==> src/logic/adc_ctl_pkg.sv <==
`default_nettype none
package adc_ctl_pkg;
   // byte addresses on the register bus
   localparam logic [7:0] CSR_OFS      = 8'h00;
   localparam logic [7:0] CFG_OFS      = 8'h04;
   localparam logic [7:0] DATA_OFS     = 8'h20;
   localparam logic [7:0] DATA_END_OFS = 8'h3C;
   localparam int         ADDR_W       = 8;
   // control/status field positions
   localparam int FLAG_BIT  = 7;
   localparam int IE_BIT    = 6;
   localparam int START_BIT = 5;
   localparam int RSVD_BIT  = 4;
   localparam int CH_MSB    = 3;
   // configuration field positions
   localparam int SCAN_EN_BIT  = 0;
   localparam int GROUP_BIT    = 1;
   localparam int EXT_TRIG_BIT = 2;
   // values after reset, scan start channels, channel count, result width and bus responses
   localparam logic [7:0] CSR_RST = 8'h00;
   localparam logic [2:0] CFG_RST = 3'h0;
   localparam logic [2:0] SCAN_HIGH_FIRST = 3'h4;
   localparam logic [2:0] SCAN_LOW_FIRST  = 3'h0;
   localparam int NUM_CH = 8;
   localparam int RES_W  = 10;
   localparam logic [1:0] RESP_OKAY   = 2'h0;
   localparam logic [1:0] RESP_SLVERR = 2'h2;

   typedef struct packed {
      logic       conversion_end_flag;
      logic       end_interrupt_enable;
      logic       conversion_start_bit;
      logic       rsvd;
      logic [3:0] channel_select;
   } csr_t;

   typedef struct packed {
      logic ext_trigger_enable;
      logic scan_group_select;
      logic scan_enable_bit;
   } cfg_t;

   typedef enum logic [1:0] {SEL_NONE, SEL_CSR, SEL_CFG, SEL_DATA} reg_sel_t;
   typedef enum {SEQ_IDLE, SEQ_CONV} seq_state_t;
endpackage
`default_nettype wire

==> src/logic/adc_control_status_unit.sv <==
// Summary of operation
// - single mode: set end flag when the selected channel finishes converting
// - scan mode: set end flag only after every channel of the group finished
// - writing 0 after reading flag as 1 clears it; writing 1 does nothing
// - transfer controller reading a result register also clears the end flag
// - with interrupt enable 1, a set end flag requests the interrupt
// - start bit 1 begins conversion; 0 halts and enters wait state
// - single mode: start bit clears itself when the channel conversion ends
// - scan mode: convert group repeatedly until start cleared, reset or standby
// - bit 4 of control/status always reads zero; software writes zero
// - channel field bits 3..0 combine with scan enable and group select
// - scan off: codes 0..7 pick one input; top bit set is prohibited
// - scan on, group 0: codes 0..3 scan from input 0, 4..7 from 4
// - scan on, group 1: code n scan_group_select inputs 0 through n
//
// The register addresses and the AXI4-Lite slave port were left to the implementer.
`timescale 1ns/1ps
`default_nettype none
module adc_control_status_unit (
   input  wire logic                           clk,
   input  wire logic                           sys_rst,
   input  wire logic                           hw_standby,
   input  wire logic [7:0]                     s_axi_awaddr,
   input  wire logic                           s_axi_awvalid,
   output var  logic                           s_axi_awready,
   input  wire logic [31:0]                    s_axi_wdata,
   input  wire logic [3:0]                     s_axi_wstrb,
   input  wire logic                           s_axi_wvalid,
   output var  logic                           s_axi_wready,
   output var  logic [1:0]                     s_axi_bresp,
   output var  logic                           s_axi_bvalid,
   input  wire logic                           s_axi_bready,
   input  wire logic [7:0]                     s_axi_araddr,
   input  wire logic                           s_axi_arvalid,
   output var  logic                           s_axi_arready,
   output var  logic [31:0]                    s_axi_rdata,
   output var  logic [1:0]                     s_axi_rresp,
   output var  logic                           s_axi_rvalid,
   input  wire logic                           s_axi_rready,
   input  wire logic                           xfer_master_rd,
   input  wire logic                           ext_trigger_pin,
   output var  logic                           conv_start,
   output var  logic                           conv_abort,
   output var  logic [2:0]                     conv_channel,
   input  wire logic                           conv_done,
   input  wire logic [adc_ctl_pkg::RES_W-1:0]  conv_result,
   output var  logic                           conversion_end_interrupt
);
   logic                        clr;
   adc_ctl_pkg::csr_t           csr_r;
   adc_ctl_pkg::cfg_t           cfg_r;
   adc_ctl_pkg::seq_state_t     state_r;
   logic [2:0]                  cur_ch_r;
   logic [adc_ctl_pkg::RES_W-1:0] data_r [adc_ctl_pkg::NUM_CH];
   logic                        flag_read_r;
   logic                        flag_nxt;
   logic                        ie_nxt;
   logic                        trg_s1_r;
   logic                        trg_s2_r;
   logic                        trg_d_r;
   logic                        trg_edge;
   logic                        aw_hold_r;
   logic                        w_hold_r;
   logic                        ar_hold_r;
   logic                        ar_xfer_r;
   logic [7:0]                  aw_addr_r;
   logic [7:0]                  ar_addr_r;
   logic [31:0]                 w_data_r;
   logic [3:0]                  w_strb_r;
   logic                        wr_fire;
   logic                        rd_fire;
   logic                        wr_csr;
   logic                        wr_cfg;
   adc_ctl_pkg::reg_sel_t       wr_sel;
   adc_ctl_pkg::reg_sel_t       rd_sel;
   logic [2:0]                  first_ch;
   logic [2:0]                  last_ch;
   logic                        conv_ev;
   logic                        group_end;
   logic                        flag_set;
   logic                        clear_sw;
   logic                        clear_dma;
   logic                        seq_drop_start;

   function automatic adc_ctl_pkg::reg_sel_t decode(input logic [7:0] a);
      if (a == adc_ctl_pkg::CSR_OFS) begin
         decode = adc_ctl_pkg::SEL_CSR;
      end else if (a == adc_ctl_pkg::CFG_OFS) begin
         decode = adc_ctl_pkg::SEL_CFG;
      end else if (a >= adc_ctl_pkg::DATA_OFS && a <= adc_ctl_pkg::DATA_END_OFS && a[1:0] == 2'h0) begin
         decode = adc_ctl_pkg::SEL_DATA;
      end else begin
         decode = adc_ctl_pkg::SEL_NONE;
      end
   endfunction

   assign clr = sys_rst | hw_standby;

   // external trigger pin synchroniser and edge detect
   always_ff @(posedge clk) begin
      if (sys_rst) begin
         trg_s1_r <= 1'b0;
         trg_s2_r <= 1'b0;
         trg_d_r  <= 1'b0;
      end else begin
         trg_s1_r <= ext_trigger_pin;
         trg_s2_r <= trg_s1_r;
         trg_d_r  <= trg_s2_r;
      end
   end
   assign trg_edge = trg_s2_r & ~trg_d_r & cfg_r.ext_trigger_enable;

   // write address/data channels, accepted in either order
   assign wr_fire = aw_hold_r & w_hold_r & ~s_axi_bvalid;
   assign wr_sel  = decode(aw_addr_r);
   assign wr_csr  = wr_fire & (wr_sel == adc_ctl_pkg::SEL_CSR) & w_strb_r[0];
   assign wr_cfg  = wr_fire & (wr_sel == adc_ctl_pkg::SEL_CFG) & w_strb_r[0];

   always_ff @(posedge clk) begin
      if (sys_rst) begin
         aw_hold_r     <= 1'b0;
         s_axi_awready <= 1'b0;
         aw_addr_r     <= 8'h00;
      end else if (s_axi_awvalid && s_axi_awready) begin
         aw_hold_r     <= 1'b1;
         s_axi_awready <= 1'b0;
         aw_addr_r     <= s_axi_awaddr;
      end else if (wr_fire) begin
         aw_hold_r <= 1'b0;
      end else if (!aw_hold_r && !s_axi_bvalid) begin
         s_axi_awready <= 1'b1;
      end
   end

   always_ff @(posedge clk) begin
      if (sys_rst) begin
         w_hold_r     <= 1'b0;
         s_axi_wready <= 1'b0;
         w_data_r     <= 32'h0000_0000;
         w_strb_r     <= 4'h0;
      end else if (s_axi_wvalid && s_axi_wready) begin
         w_hold_r     <= 1'b1;
         s_axi_wready <= 1'b0;
         w_data_r     <= s_axi_wdata;
         w_strb_r     <= s_axi_wstrb;
      end else if (wr_fire) begin
         w_hold_r <= 1'b0;
      end else if (!w_hold_r && !s_axi_bvalid) begin
         s_axi_wready <= 1'b1;
      end
   end

   always_ff @(posedge clk) begin
      if (sys_rst) begin
         s_axi_bvalid <= 1'b0;
         s_axi_bresp  <= adc_ctl_pkg::RESP_OKAY;
      end else if (wr_fire) begin
         s_axi_bvalid <= 1'b1;
         s_axi_bresp  <= (wr_sel == adc_ctl_pkg::SEL_CSR || wr_sel == adc_ctl_pkg::SEL_CFG) ?
                         adc_ctl_pkg::RESP_OKAY : adc_ctl_pkg::RESP_SLVERR;
      end else if (s_axi_bready) begin
         s_axi_bvalid <= 1'b0;
      end
   end

   // read channel
   assign rd_fire = ar_hold_r & ~s_axi_rvalid;
   assign rd_sel  = decode(ar_addr_r);

   always_ff @(posedge clk) begin
      if (sys_rst) begin
         ar_hold_r     <= 1'b0;
         ar_xfer_r     <= 1'b0;
         s_axi_arready <= 1'b0;
         ar_addr_r     <= 8'h00;
      end else if (s_axi_arvalid && s_axi_arready) begin
         ar_hold_r     <= 1'b1;
         ar_xfer_r     <= xfer_master_rd;
         s_axi_arready <= 1'b0;
         ar_addr_r     <= s_axi_araddr;
      end else if (rd_fire) begin
         ar_hold_r <= 1'b0;
      end else if (!ar_hold_r && !s_axi_rvalid) begin
         s_axi_arready <= 1'b1;
      end
   end

   always_ff @(posedge clk) begin
      if (sys_rst) begin
         s_axi_rvalid <= 1'b0;
         s_axi_rdata  <= 32'h0000_0000;
         s_axi_rresp  <= adc_ctl_pkg::RESP_OKAY;
      end else if (rd_fire) begin
         s_axi_rvalid <= 1'b1;
         s_axi_rresp  <= adc_ctl_pkg::RESP_OKAY;
         s_axi_rdata  <= 32'h0000_0000;
         case (rd_sel)
            adc_ctl_pkg::SEL_CSR: begin
               s_axi_rdata[7:0] <= {csr_r.conversion_end_flag, csr_r.end_interrupt_enable,
                                    csr_r.conversion_start_bit, 1'b0, csr_r.channel_select};
            end
            adc_ctl_pkg::SEL_CFG: begin
               s_axi_rdata[2:0] <= cfg_r;
            end
            adc_ctl_pkg::SEL_DATA: begin
               s_axi_rdata[adc_ctl_pkg::RES_W-1:0] <= data_r[ar_addr_r[4:2]];
            end
            default: begin
               s_axi_rresp <= adc_ctl_pkg::RESP_SLVERR;
            end
         endcase
      end else if (s_axi_rready) begin
         s_axi_rvalid <= 1'b0;
      end
   end

   // scan group limits from channel field, scan enable and group select
   always_comb begin
      last_ch = csr_r.channel_select[2:0];
      if (!cfg_r.scan_enable_bit) begin
         first_ch = csr_r.channel_select[2:0];
      end else if (!cfg_r.scan_group_select && csr_r.channel_select[2]) begin
         first_ch = adc_ctl_pkg::SCAN_HIGH_FIRST;
      end else begin
         first_ch = adc_ctl_pkg::SCAN_LOW_FIRST;
      end
   end

   assign conv_ev   = (state_r == adc_ctl_pkg::SEQ_CONV) & conv_done & csr_r.conversion_start_bit;
   assign group_end = conv_ev & (~cfg_r.scan_enable_bit | (cur_ch_r == last_ch));
   assign flag_set  = group_end;
   // prohibited codes (top bit set) never start and drop the start bit
   assign seq_drop_start = (state_r == adc_ctl_pkg::SEQ_IDLE) & csr_r.conversion_start_bit &
                           csr_r.channel_select[adc_ctl_pkg::CH_MSB];

   // conversion sequencer
   always_ff @(posedge clk) begin
      if (clr) begin
         state_r      <= adc_ctl_pkg::SEQ_IDLE;
         cur_ch_r     <= 3'h0;
         conv_start   <= 1'b0;
         conv_abort   <= 1'b0;
         conv_channel <= 3'h0;
      end else begin
         conv_start <= 1'b0;
         conv_abort <= 1'b0;
         case (state_r)
            adc_ctl_pkg::SEQ_IDLE: begin
               if (csr_r.conversion_start_bit && !csr_r.channel_select[adc_ctl_pkg::CH_MSB]) begin
                  state_r      <= adc_ctl_pkg::SEQ_CONV;
                  cur_ch_r     <= first_ch;
                  conv_channel <= first_ch;
                  conv_start   <= 1'b1;
               end
            end
            adc_ctl_pkg::SEQ_CONV: begin
               if (!csr_r.conversion_start_bit) begin
                  state_r    <= adc_ctl_pkg::SEQ_IDLE;
                  conv_abort <= 1'b1;
               end else if (conv_done) begin
                  if (!cfg_r.scan_enable_bit) begin
                     state_r <= adc_ctl_pkg::SEQ_IDLE;
                  end else if (cur_ch_r == last_ch) begin
                     cur_ch_r     <= first_ch;
                     conv_channel <= first_ch;
                     conv_start   <= 1'b1;
                  end else begin
                     cur_ch_r     <= cur_ch_r + 3'h1;
                     conv_channel <= cur_ch_r + 3'h1;
                     conv_start   <= 1'b1;
                  end
               end
            end
            default: begin
               state_r <= adc_ctl_pkg::SEQ_IDLE;
            end
         endcase
      end
   end

   always_ff @(posedge clk) begin
      if (conv_ev) begin
         data_r[cur_ch_r] <= conv_result;
      end
   end

   // end flag: a set in the same cycle as a clear wins
   assign clear_sw  = wr_csr & ~w_data_r[adc_ctl_pkg::FLAG_BIT] & flag_read_r;
   assign clear_dma = rd_fire & ar_xfer_r & (rd_sel == adc_ctl_pkg::SEL_DATA);

   always_comb begin
      flag_nxt = flag_set | (csr_r.conversion_end_flag & ~(clear_sw | clear_dma));
      ie_nxt   = wr_csr ? w_data_r[adc_ctl_pkg::IE_BIT] : csr_r.end_interrupt_enable;
      if (clr) begin
         flag_nxt = 1'b0;
         ie_nxt   = 1'b0;
      end
   end

   always_ff @(posedge clk) begin
      if (clr) begin
         csr_r       <= adc_ctl_pkg::CSR_RST;
         flag_read_r <= 1'b0;
      end else begin
         csr_r.conversion_end_flag  <= flag_nxt;
         csr_r.end_interrupt_enable <= ie_nxt;
         csr_r.rsvd                 <= 1'b0;
         if (wr_csr) begin
            csr_r.channel_select       <= w_data_r[adc_ctl_pkg::CH_MSB:0];
            csr_r.conversion_start_bit <= w_data_r[adc_ctl_pkg::START_BIT];
         end else if (trg_edge) begin
            csr_r.conversion_start_bit <= 1'b1;
         end else if ((group_end && !cfg_r.scan_enable_bit) || seq_drop_start) begin
            csr_r.conversion_start_bit <= 1'b0;
         end
         if (wr_csr) begin
            flag_read_r <= 1'b0;
         end else if (rd_fire && rd_sel == adc_ctl_pkg::SEL_CSR && csr_r.conversion_end_flag) begin
            flag_read_r <= 1'b1;
         end
      end
   end

   always_ff @(posedge clk) begin
      if (clr) begin
         cfg_r <= adc_ctl_pkg::CFG_RST;
      end else if (wr_cfg) begin
         cfg_r <= w_data_r[2:0];
      end
   end

   always_ff @(posedge clk) begin
      if (clr) begin
         conversion_end_interrupt <= 1'b0;
      end else begin
         conversion_end_interrupt <= flag_nxt & ie_nxt;
      end
   end
endmodule
`default_nettype wire

==> config.mk <==
export PLATFORM = sky130hd
export DESIGN_NAME = adc_control_status_unit
export DESIGN_NICKNAME = d
export VERILOG_FILES = /design/src/logic/adc_ctl_pkg.sv /design/src/logic/adc_control_status_unit.sv
export SDC_FILE = /design/constraint.sdc
export NUM_CORES = 1
export LEC_CHECK = 0
export ABC_AREA = 1
export BUFFER_PORTS_ARGS = -buffer_cell sky130_fd_sc_hd__buf_2
export CELL_PAD_IN_SITES_DETAIL_PLACEMENT = 1
export CELL_PAD_IN_SITES_GLOBAL_PLACEMENT = 1
export CORE_MARGIN = 2
export CORE_UTILIZATION = 42
export DETAILED_ROUTE_END_ITERATION = 12
export GPL_TIMING_DRIVEN = 0
export PLACE_DENSITY_LB_ADDON = 0.1
export RECOVER_POWER = 25
export SYNTH_ARGS = -nofsm -noshare
export SYNTH_HDL_FRONTEND = slang
export SYNTH_SLANG_ARGS = --single-unit
==> constraint.sdc <==
create_clock -name clk -period 2.06 [get_ports clk]
set_input_delay 0.412 -clock clk [delete_from_list [all_inputs] [get_ports clk]]
set_output_delay 0.412 -clock clk [all_outputs]
set_load 0.01 [all_outputs]
# After elaboration in Yosys (flattened, before gate mapping)

Memory sizes are Yosys's and may differ from the RTL's. A register that Yosys moved wholly into a read port is not among the register bits.
Index checks and enable logic that the tools add are counted.

Register bits: 100
RAM bits: 80
Input bits: 73
Output and inout bits: 47
Word-level logic and storage cells: 185
Memories: 1

Memories:

| memory | words | width | read ports | clocked after Yosys merged registers in | write ports | line                          | source |
|---|---|---|---|---|---|---|---|
| data_r | 8     | 10    | 1          | 1                                       | 1           | adc_control_status_unit.sv:54 | `logic [adc_ctl_pkg::RES_W-1:0] data_r [adc_ctl_pkg::NUM_CH];` |

Add/sub/neg operators: 1
Magnitude comparators: 4
Equal/unequal tests: 16
Mux-type cells: 49
Bitwise operators: 33
Reduce and logical (&&, ||, !) cells: 49

Operators by type and width:

| cell                                                                                 | number |
|---|---|
| 32-bit 2-to-1 mux                                                                    | 4 |
| 32-bit zero test                                                                     | 2 |
| 32-bit case mux with 2 select lines                                                  | 1 |
| 32-bit by 1-bit == test with 1-bit output (second input constant)                    | 1 |
| 32-bit by 2-bit == test with 1-bit output (second input constant)                    | 1 |
| 3-bit 2-to-1 mux                                                                     | 9 |
| 1-bit 2-to-1 mux                                                                     | 22 |
| 1-bit bitwise AND                                                                    | 20 |
| 2-bit 2-to-1 mux                                                                     | 9 |
| 8-bit by 3-bit == test with 1-bit output (second input constant)                     | 2 |
| 8-bit by 6-bit greater-or-equal comparator with 1-bit output (second input constant) | 2 |
| 8-bit by 6-bit <= comparator with 1-bit output (second input constant)               | 2 |
| 8-bit zero test                                                                      | 2 |
| 1-bit logical AND                                                                    | 15 |
| 2-bit nonzero test                                                                   | 6 |
| 5-bit case mux with 2 select lines                                                   | 1 |
| 2-bit OR reduction                                                                   | 5 |
| 1-bit inverter                                                                       | 9 |
| 3-bit case mux with 3 select lines                                                   | 1 |
| 1-bit zero test                                                                      | 8 |
| 2-bit inequality test (second input constant)                                        | 4 |
| 2-bit == test (second input constant)                                                | 3 |
| 3-bit inequality test (second input constant)                                        | 2 |
| 3-bit case mux with 2 select lines                                                   | 1 |
| 12 further kinds                                                                     | 20 |

# Depth between registers and ports, before layout

Depth after elaboration: 17
Mapped depth: 11
Depth with buffers taken out: 9

# Least setup slack after synthesis

No wires, ideal clock.

Kind: input-to-reg
Start point: in conv_done
End point: mem data_r[0][0] (netlist bit), enable pin
Library setup time: 0.376 ns
Arrival: 1.319 ns
Required time: 1.684 ns
Slack: 0.365 ns
Stages: 3
Buffers on the path: 0
Cell sequence: nand3_1 -> or2_2 -> nor2_1

Longest elaborated chain between the ends: 4

Ends and longest elaborated chain:

| element                                | line                           | source |
|---|---|---|
| from (decl)                            | adc_control_status_unit.sv:45  | `input wire logic conv_done,` |
| 1-bit bitwise AND (2 in a row)         | adc_control_status_unit.sv:229 | `assign conv_ev = (state_r == adc_ctl_pkg::SEQ_CONV) & conv_done & csr_r.conversion_start_bit;` |
| 1-bit 2-to-1 mux                       | adc_control_status_unit.sv:282 | `if (conv_ev) begin` |
| 1-bit 2-to-1 mux (implied by the code) | adc_control_status_unit.sv:283 | `data_r[cur_ch_r] <= conv_result;` |
| to (decl)                              | adc_control_status_unit.sv:54  |  |

No other way between the ends.

# Worst setup path after layout

Start point: reg state_r[0]
End point: mem data_r[4][9] (netlist bit), enable pin

Longest elaborated chain between the ends: 5

Ends and longest elaborated chain:

| element                                   | line                           | source |
|---|---|---|
| from (decl)                               | adc_control_status_unit.sv:52  | `adc_ctl_pkg::seq_state_t state_r;` |
| from (signal assigned)                    | adc_control_status_unit.sv:239 | `state_r <= adc_ctl_pkg::SEQ_IDLE;` |
| from (signal assigned)                    | adc_control_status_unit.sv:250 | `state_r <= adc_ctl_pkg::SEQ_CONV;` |
| from (signal assigned)                    | adc_control_status_unit.sv:258 | `state_r <= adc_ctl_pkg::SEQ_IDLE;` |
| 32-bit by 2-bit == test with 1-bit output | adc_control_status_unit.sv:229 |  |
| 1-bit bitwise AND (2 in a row)            | adc_control_status_unit.sv:229 |  |
| 1-bit 2-to-1 mux                          | adc_control_status_unit.sv:282 |  |
| 1-bit 2-to-1 mux (implied by the code)    | adc_control_status_unit.sv:283 |  |

No other way between the ends.

==> results <==
- The capture instance of the worst register-to-register path is data_r[4][9]$_DFFE_PP_.
- Clock-pin slew was measured on the worst setup and hold paths at 0.06 ns.
- For this run, design rule violations remaining after detail routing come to 0.
- The number of I/O pins is 120.
- Across all setup checks in the final design, the least slack found is 0.01830 ns.
- The number of antenna diodes in the final layout is 0.
- At the pin with the least slew margin, the transition time is 0.7880 ns.
- The class of the most critical setup path is reg2reg.
- The layout has 1724 filler cells.
- Cells with a size suffix above 1 make up 19.17% of the layout.
- The count of different cell masters after synthesis is 40.
- The internal power of the cells is 5.026 mW.
- The hold slack is 0.1813 ns.
- Of all nets on the critical path, the largest fanout is 10.
- The total track usage is 21.71%.
- At the worst endpoint, the required time is 2.11 ns.
- VDD sags by at most 0.4197 mV.
- The slack of the worst reg-to-reg path is 0.02 ns.
- Tracing the worst setup path back leads to its startpoint at state_r[0]$_SDFFE_PP0P_.
- The worst pin sits at a relative slew slack of 47.41%.
- The number of instances in the synthesized netlist is 677.
- The relative contribution of sequential cells to total power is 48.7%.
- In this run the cell area of the synthesized design comes to 6305 µm².
- The total vias in the final route is 4882.
- The number of antenna violations at the first check in global routing is 0.
- At the end of the flow the core is filled with cells to 51.36%.
- The die covers 16010 µm².
- The average footprint of a synthesized cell is 9.313 µm².
- Counting flops with a built-in enable in the synthesized netlist gives 80.
- Counting flops and latches in the post-synthesis netlist gives 149.
- Routability-driven placement finished with a final weighted congestion of 0.7554.
- CTS built an H-tree with a depth of 4.
- The buffer depth of the longest clock path is 2.
- After clock tree synthesis, the flow added hold-fix buffers numbering 0.
- The net count of the finished layout is 860.
- Combinational cells account for 8.9% of the total power.
- Per report_power, the clock group accounts for 42.4% of the total.
- Setup violations remaining at the end of the flow were counted as 0.
- The via count of the first global-routing pass is 5151.
- For this run, the register share of the synthesized area comes to 60.01%.
- The period utilization is 99.11%.
- The tool flagged a number of max-cap violations equal to 0.
- The path category of the worst min-delay check is in2reg.
- At the later pin of the worst-skew pair, clock insertion delay measures 0.42 ns.
- From synthesis to final layout, the design area changed by 18.83%.
- The clock arrives with 0.007059 ns of skew.
- The total power divided by cell area is 882.8 nW/µm².
- Net switching is 24.01% of the power.
- Setup repair after global routing could not meet its margin everywhere.
- The TritonCTS clock tree is yes.
- In this run, placement finished with an instance count of 950.
- The floorplan step set the die height to 126.5 µm.
- The peak clock frequency supported by timing is 0.4898 GHz.
- The die outline width is 126.5 µm.
- STA classifies the critical path startpoint as a flop.
- For the final routed database, the setup TNS stands at 0 ns.
- Data arrives at the worst endpoint at 2.09 ns.
- The critical path endpoint is data_r[4][9]$_DFFE_PP_.
- Yosys printed 0 warnings.
- The number of slew-limit violations in the final report was 0.
- The cell leakage power is 3.123 nW.
- The violation count after the first detailed-routing iteration is 307.
- The final-report hold violation count is 0.
- Row generation in the floorplan step produced 44 rows.
- After detailed routing, the average wire length per cell comes to 16.97 µm.
- The number of cell instances on the worst register-to-register path is 3.
- Once detailed placement completed, the half-perimeter wirelength came to 11580 µm.
- For this run the aggregate overflow at the end of global routing stands at 0.
- In this run the clock root is driven by a sky130_fd_sc_hd__clkbuf_16.
- Once detail routing completed, the nets flagged for antenna violations numbered 0.
- Entering global routing, the biggest net connects 17 pins.
- The share of flip-flops with an asynchronous set or reset after synthesis is 0%.
- The core outline area is 14590 µm².
- The first global-routing pass estimated 26540 µm of wire.
- Clock tree synthesis found a total of 149 sinks.
- The startpoint identified for the worst register-to-register timing path is state_r[0]$_SDFFE_PP0P_.
- Leaving out filler cells and counting taps, the final layout contains 982.
- Summed over all layers, the routed wires come to 16660 µm.
- The prevailing post-synth register cell is sky130_fd_sc_hd__edfxtp_1.
- The worst slack at placement is -0.3189 ns.
- The clock period minus worst slack is 2.042 ns.
- For this configuration, the core starts out at a cell density of 43.22%.
- The endpoint class of the critical path is a flop.
- The net switching power figure is 1.588 mW.
- Input and output buffers added on the ports amount to 66.
- Counting the buffers created by CTS gives 17.
- The run finished with clean final reports.
- Before antenna repair, the detailed router went through 4 iterations.
- After detailed routing, the number of vias per cell comes to 4.971.
## through the flow
step	total power, mW	cell area, µm²
final	6.614	7492
after global placement	3.851	6952
after CTS	6.658	7486
after global routing	6.868	7492
after detailed placement	3.875	6952
after floorplan	3.674	6391
## cells in the final DEF, fill, tap and decap left out, drive strengths merged
cell type,count
clkinvlp,2
clkinv,12
buf,99
bufinv,1
dfxtp,69
o211ai,4
and3,1
or2,7
o221ai,1
xnor2,4
o21ai,50
a211oi,2
a31oi,1
nand3,58
clkbuf,35
nand2,143
nand3b,2
conb,24
o21bai,2
nor3,2
nand4,1
inv,56
ha,2
nor2,114
a21oi,26
edfxtp,80
## layout make-up
cell class | count | area (µm²) | share of cell area [%]
tap | 184 | 230.2 | 3.073
multi-input combinational | 444 | 2047 | 27.32
clock inverter | 13 | 91.34 | 1.219
buffer | 49 | 362.8 | 4.843
clock buffer | 19 | 432.9 | 5.778
inverter | 58 | 222.7 | 2.973
sequential | 149 | 3784 | 50.50
timing repair buffer | 66 | 321.6 | 4.292
## Yosys cell counts, types with 3 or more instances
library cell               count  share of area [%]
sky130_fd_sc_hd__dfxtp_1      69                 22
sky130_fd_sc_hd__clkbuf_1      7               0.42
sky130_fd_sc_hd__inv_2         3               0.18
sky130_fd_sc_hd__nand3_1      56                4.4
sky130_fd_sc_hd__buf_4        27                3.2
sky130_fd_sc_hd__nor2_2        3               0.30
sky130_fd_sc_hd__a21oi_1      23                1.8
sky130_fd_sc_hd__o21ai_0      49                3.9
sky130_fd_sc_hd__a21oi_2       3               0.42
sky130_fd_sc_hd__nand2_1     141                8.4
sky130_fd_sc_hd__buf_2         5               0.40
sky130_fd_sc_hd__or2_0         5               0.50
sky130_fd_sc_hd__edfxtp_1     80                 38
sky130_fd_sc_hd__buf_6         5               0.89
sky130_fd_sc_hd__inv_1        52                3.1
sky130_fd_sc_hd__xnor2_1       4               0.56
sky130_fd_sc_hd__o211ai_1      4               0.48
sky130_fd_sc_hd__nor2_1      109                6.5
## routing by layer
metal,up-vias,part of all wire [%],global-route usage (%),routed length (µm)
li1,2391,-,-,-
met2,106,54,40.11,8988
met1,2361,40,24.44,6631
met4,0,1.9,8.468,323
met3,24,4.3,4.429,720
met5,-,0,0,0
## worst max-delay path: stages, from the launching register on
cell and delay [ns]:
sky130_fd_sc_hd__dfxtp_1 0.44, sky130_fd_sc_hd__nand3_1 0.21, sky130_fd_sc_hd__or2_2 0.40, sky130_fd_sc_hd__nor2_2 0.62
## worst min-delay path by stage
| stage | to | slack (ns) | start | depth (start not counted) |
|---|---|---|---|---|
| floorplan | trg_s2_r$_SDFF_PP0_ | 0.39 | trg_s1_r$_SDFF_PP0_ | 2 |
| global placement | trg_s2_r$_SDFF_PP0_ | 0.39 | trg_s1_r$_SDFF_PP0_ | 2 |
| detailed placement | trg_s2_r$_SDFF_PP0_ | 0.41 | trg_s1_r$_SDFF_PP0_ | 2 |
| CTS | s_axi_rvalid$_SDFFE_PP0P_ | 0.17 | s_axi_rready | 2 |
| global route | s_axi_rvalid$_SDFFE_PP0P_ | 0.18 | s_axi_rready | 2 |
| finish | s_axi_rvalid$_SDFFE_PP0P_ | 0.18 | s_axi_rready | 2 |
## cells by family after synthesis
family | share of synthesized area [%]
buffers and inverters | 9.287
AND/OR/NAND/NOR | 22.23
other | 0.05948
adder cells (fa/ha/maj) | 0.3968
flip-flops | 60.01
AO/OA/AOI/OAI | 7.462
XOR/XNOR | 0.5556
## power groups by stage
| stage | clock [mW] | sequential (mW) | combinational (mW) |
|---|---|---|---|
| 3_3_place_gp | 0 | 3.28 | 0.569 |
| 6_report | 2.80 | 3.22 | 0.589 |
| 5_1_grt | 2.98 | 3.23 | 0.662 |
| 3_5_place_dp | 0 | 3.29 | 0.590 |
| 2_1_floorplan | 0 | 3.28 | 0.390 |
| 4_1_cts | 2.84 | 3.22 | 0.597 |
## flip-flops by register name, summed over array words and instances, names as in the netlist, 3 cells and up, named ones only
name         cells
s_axi_rdata     10
w_data_r         7
ar_addr_r        8
aw_addr_r        8
cur_ch_r         3
data_r          80
csr_r            7
cfg_r            3
## what timing repair did
action	CTS	global route
setup buffers	0	0
gates resized for setup	4	5
pin swaps	0	0
endpoints found under the setup margin	80	70
gates cloned	0	0
Note: power is estimated with default switching activity, not from simulation.
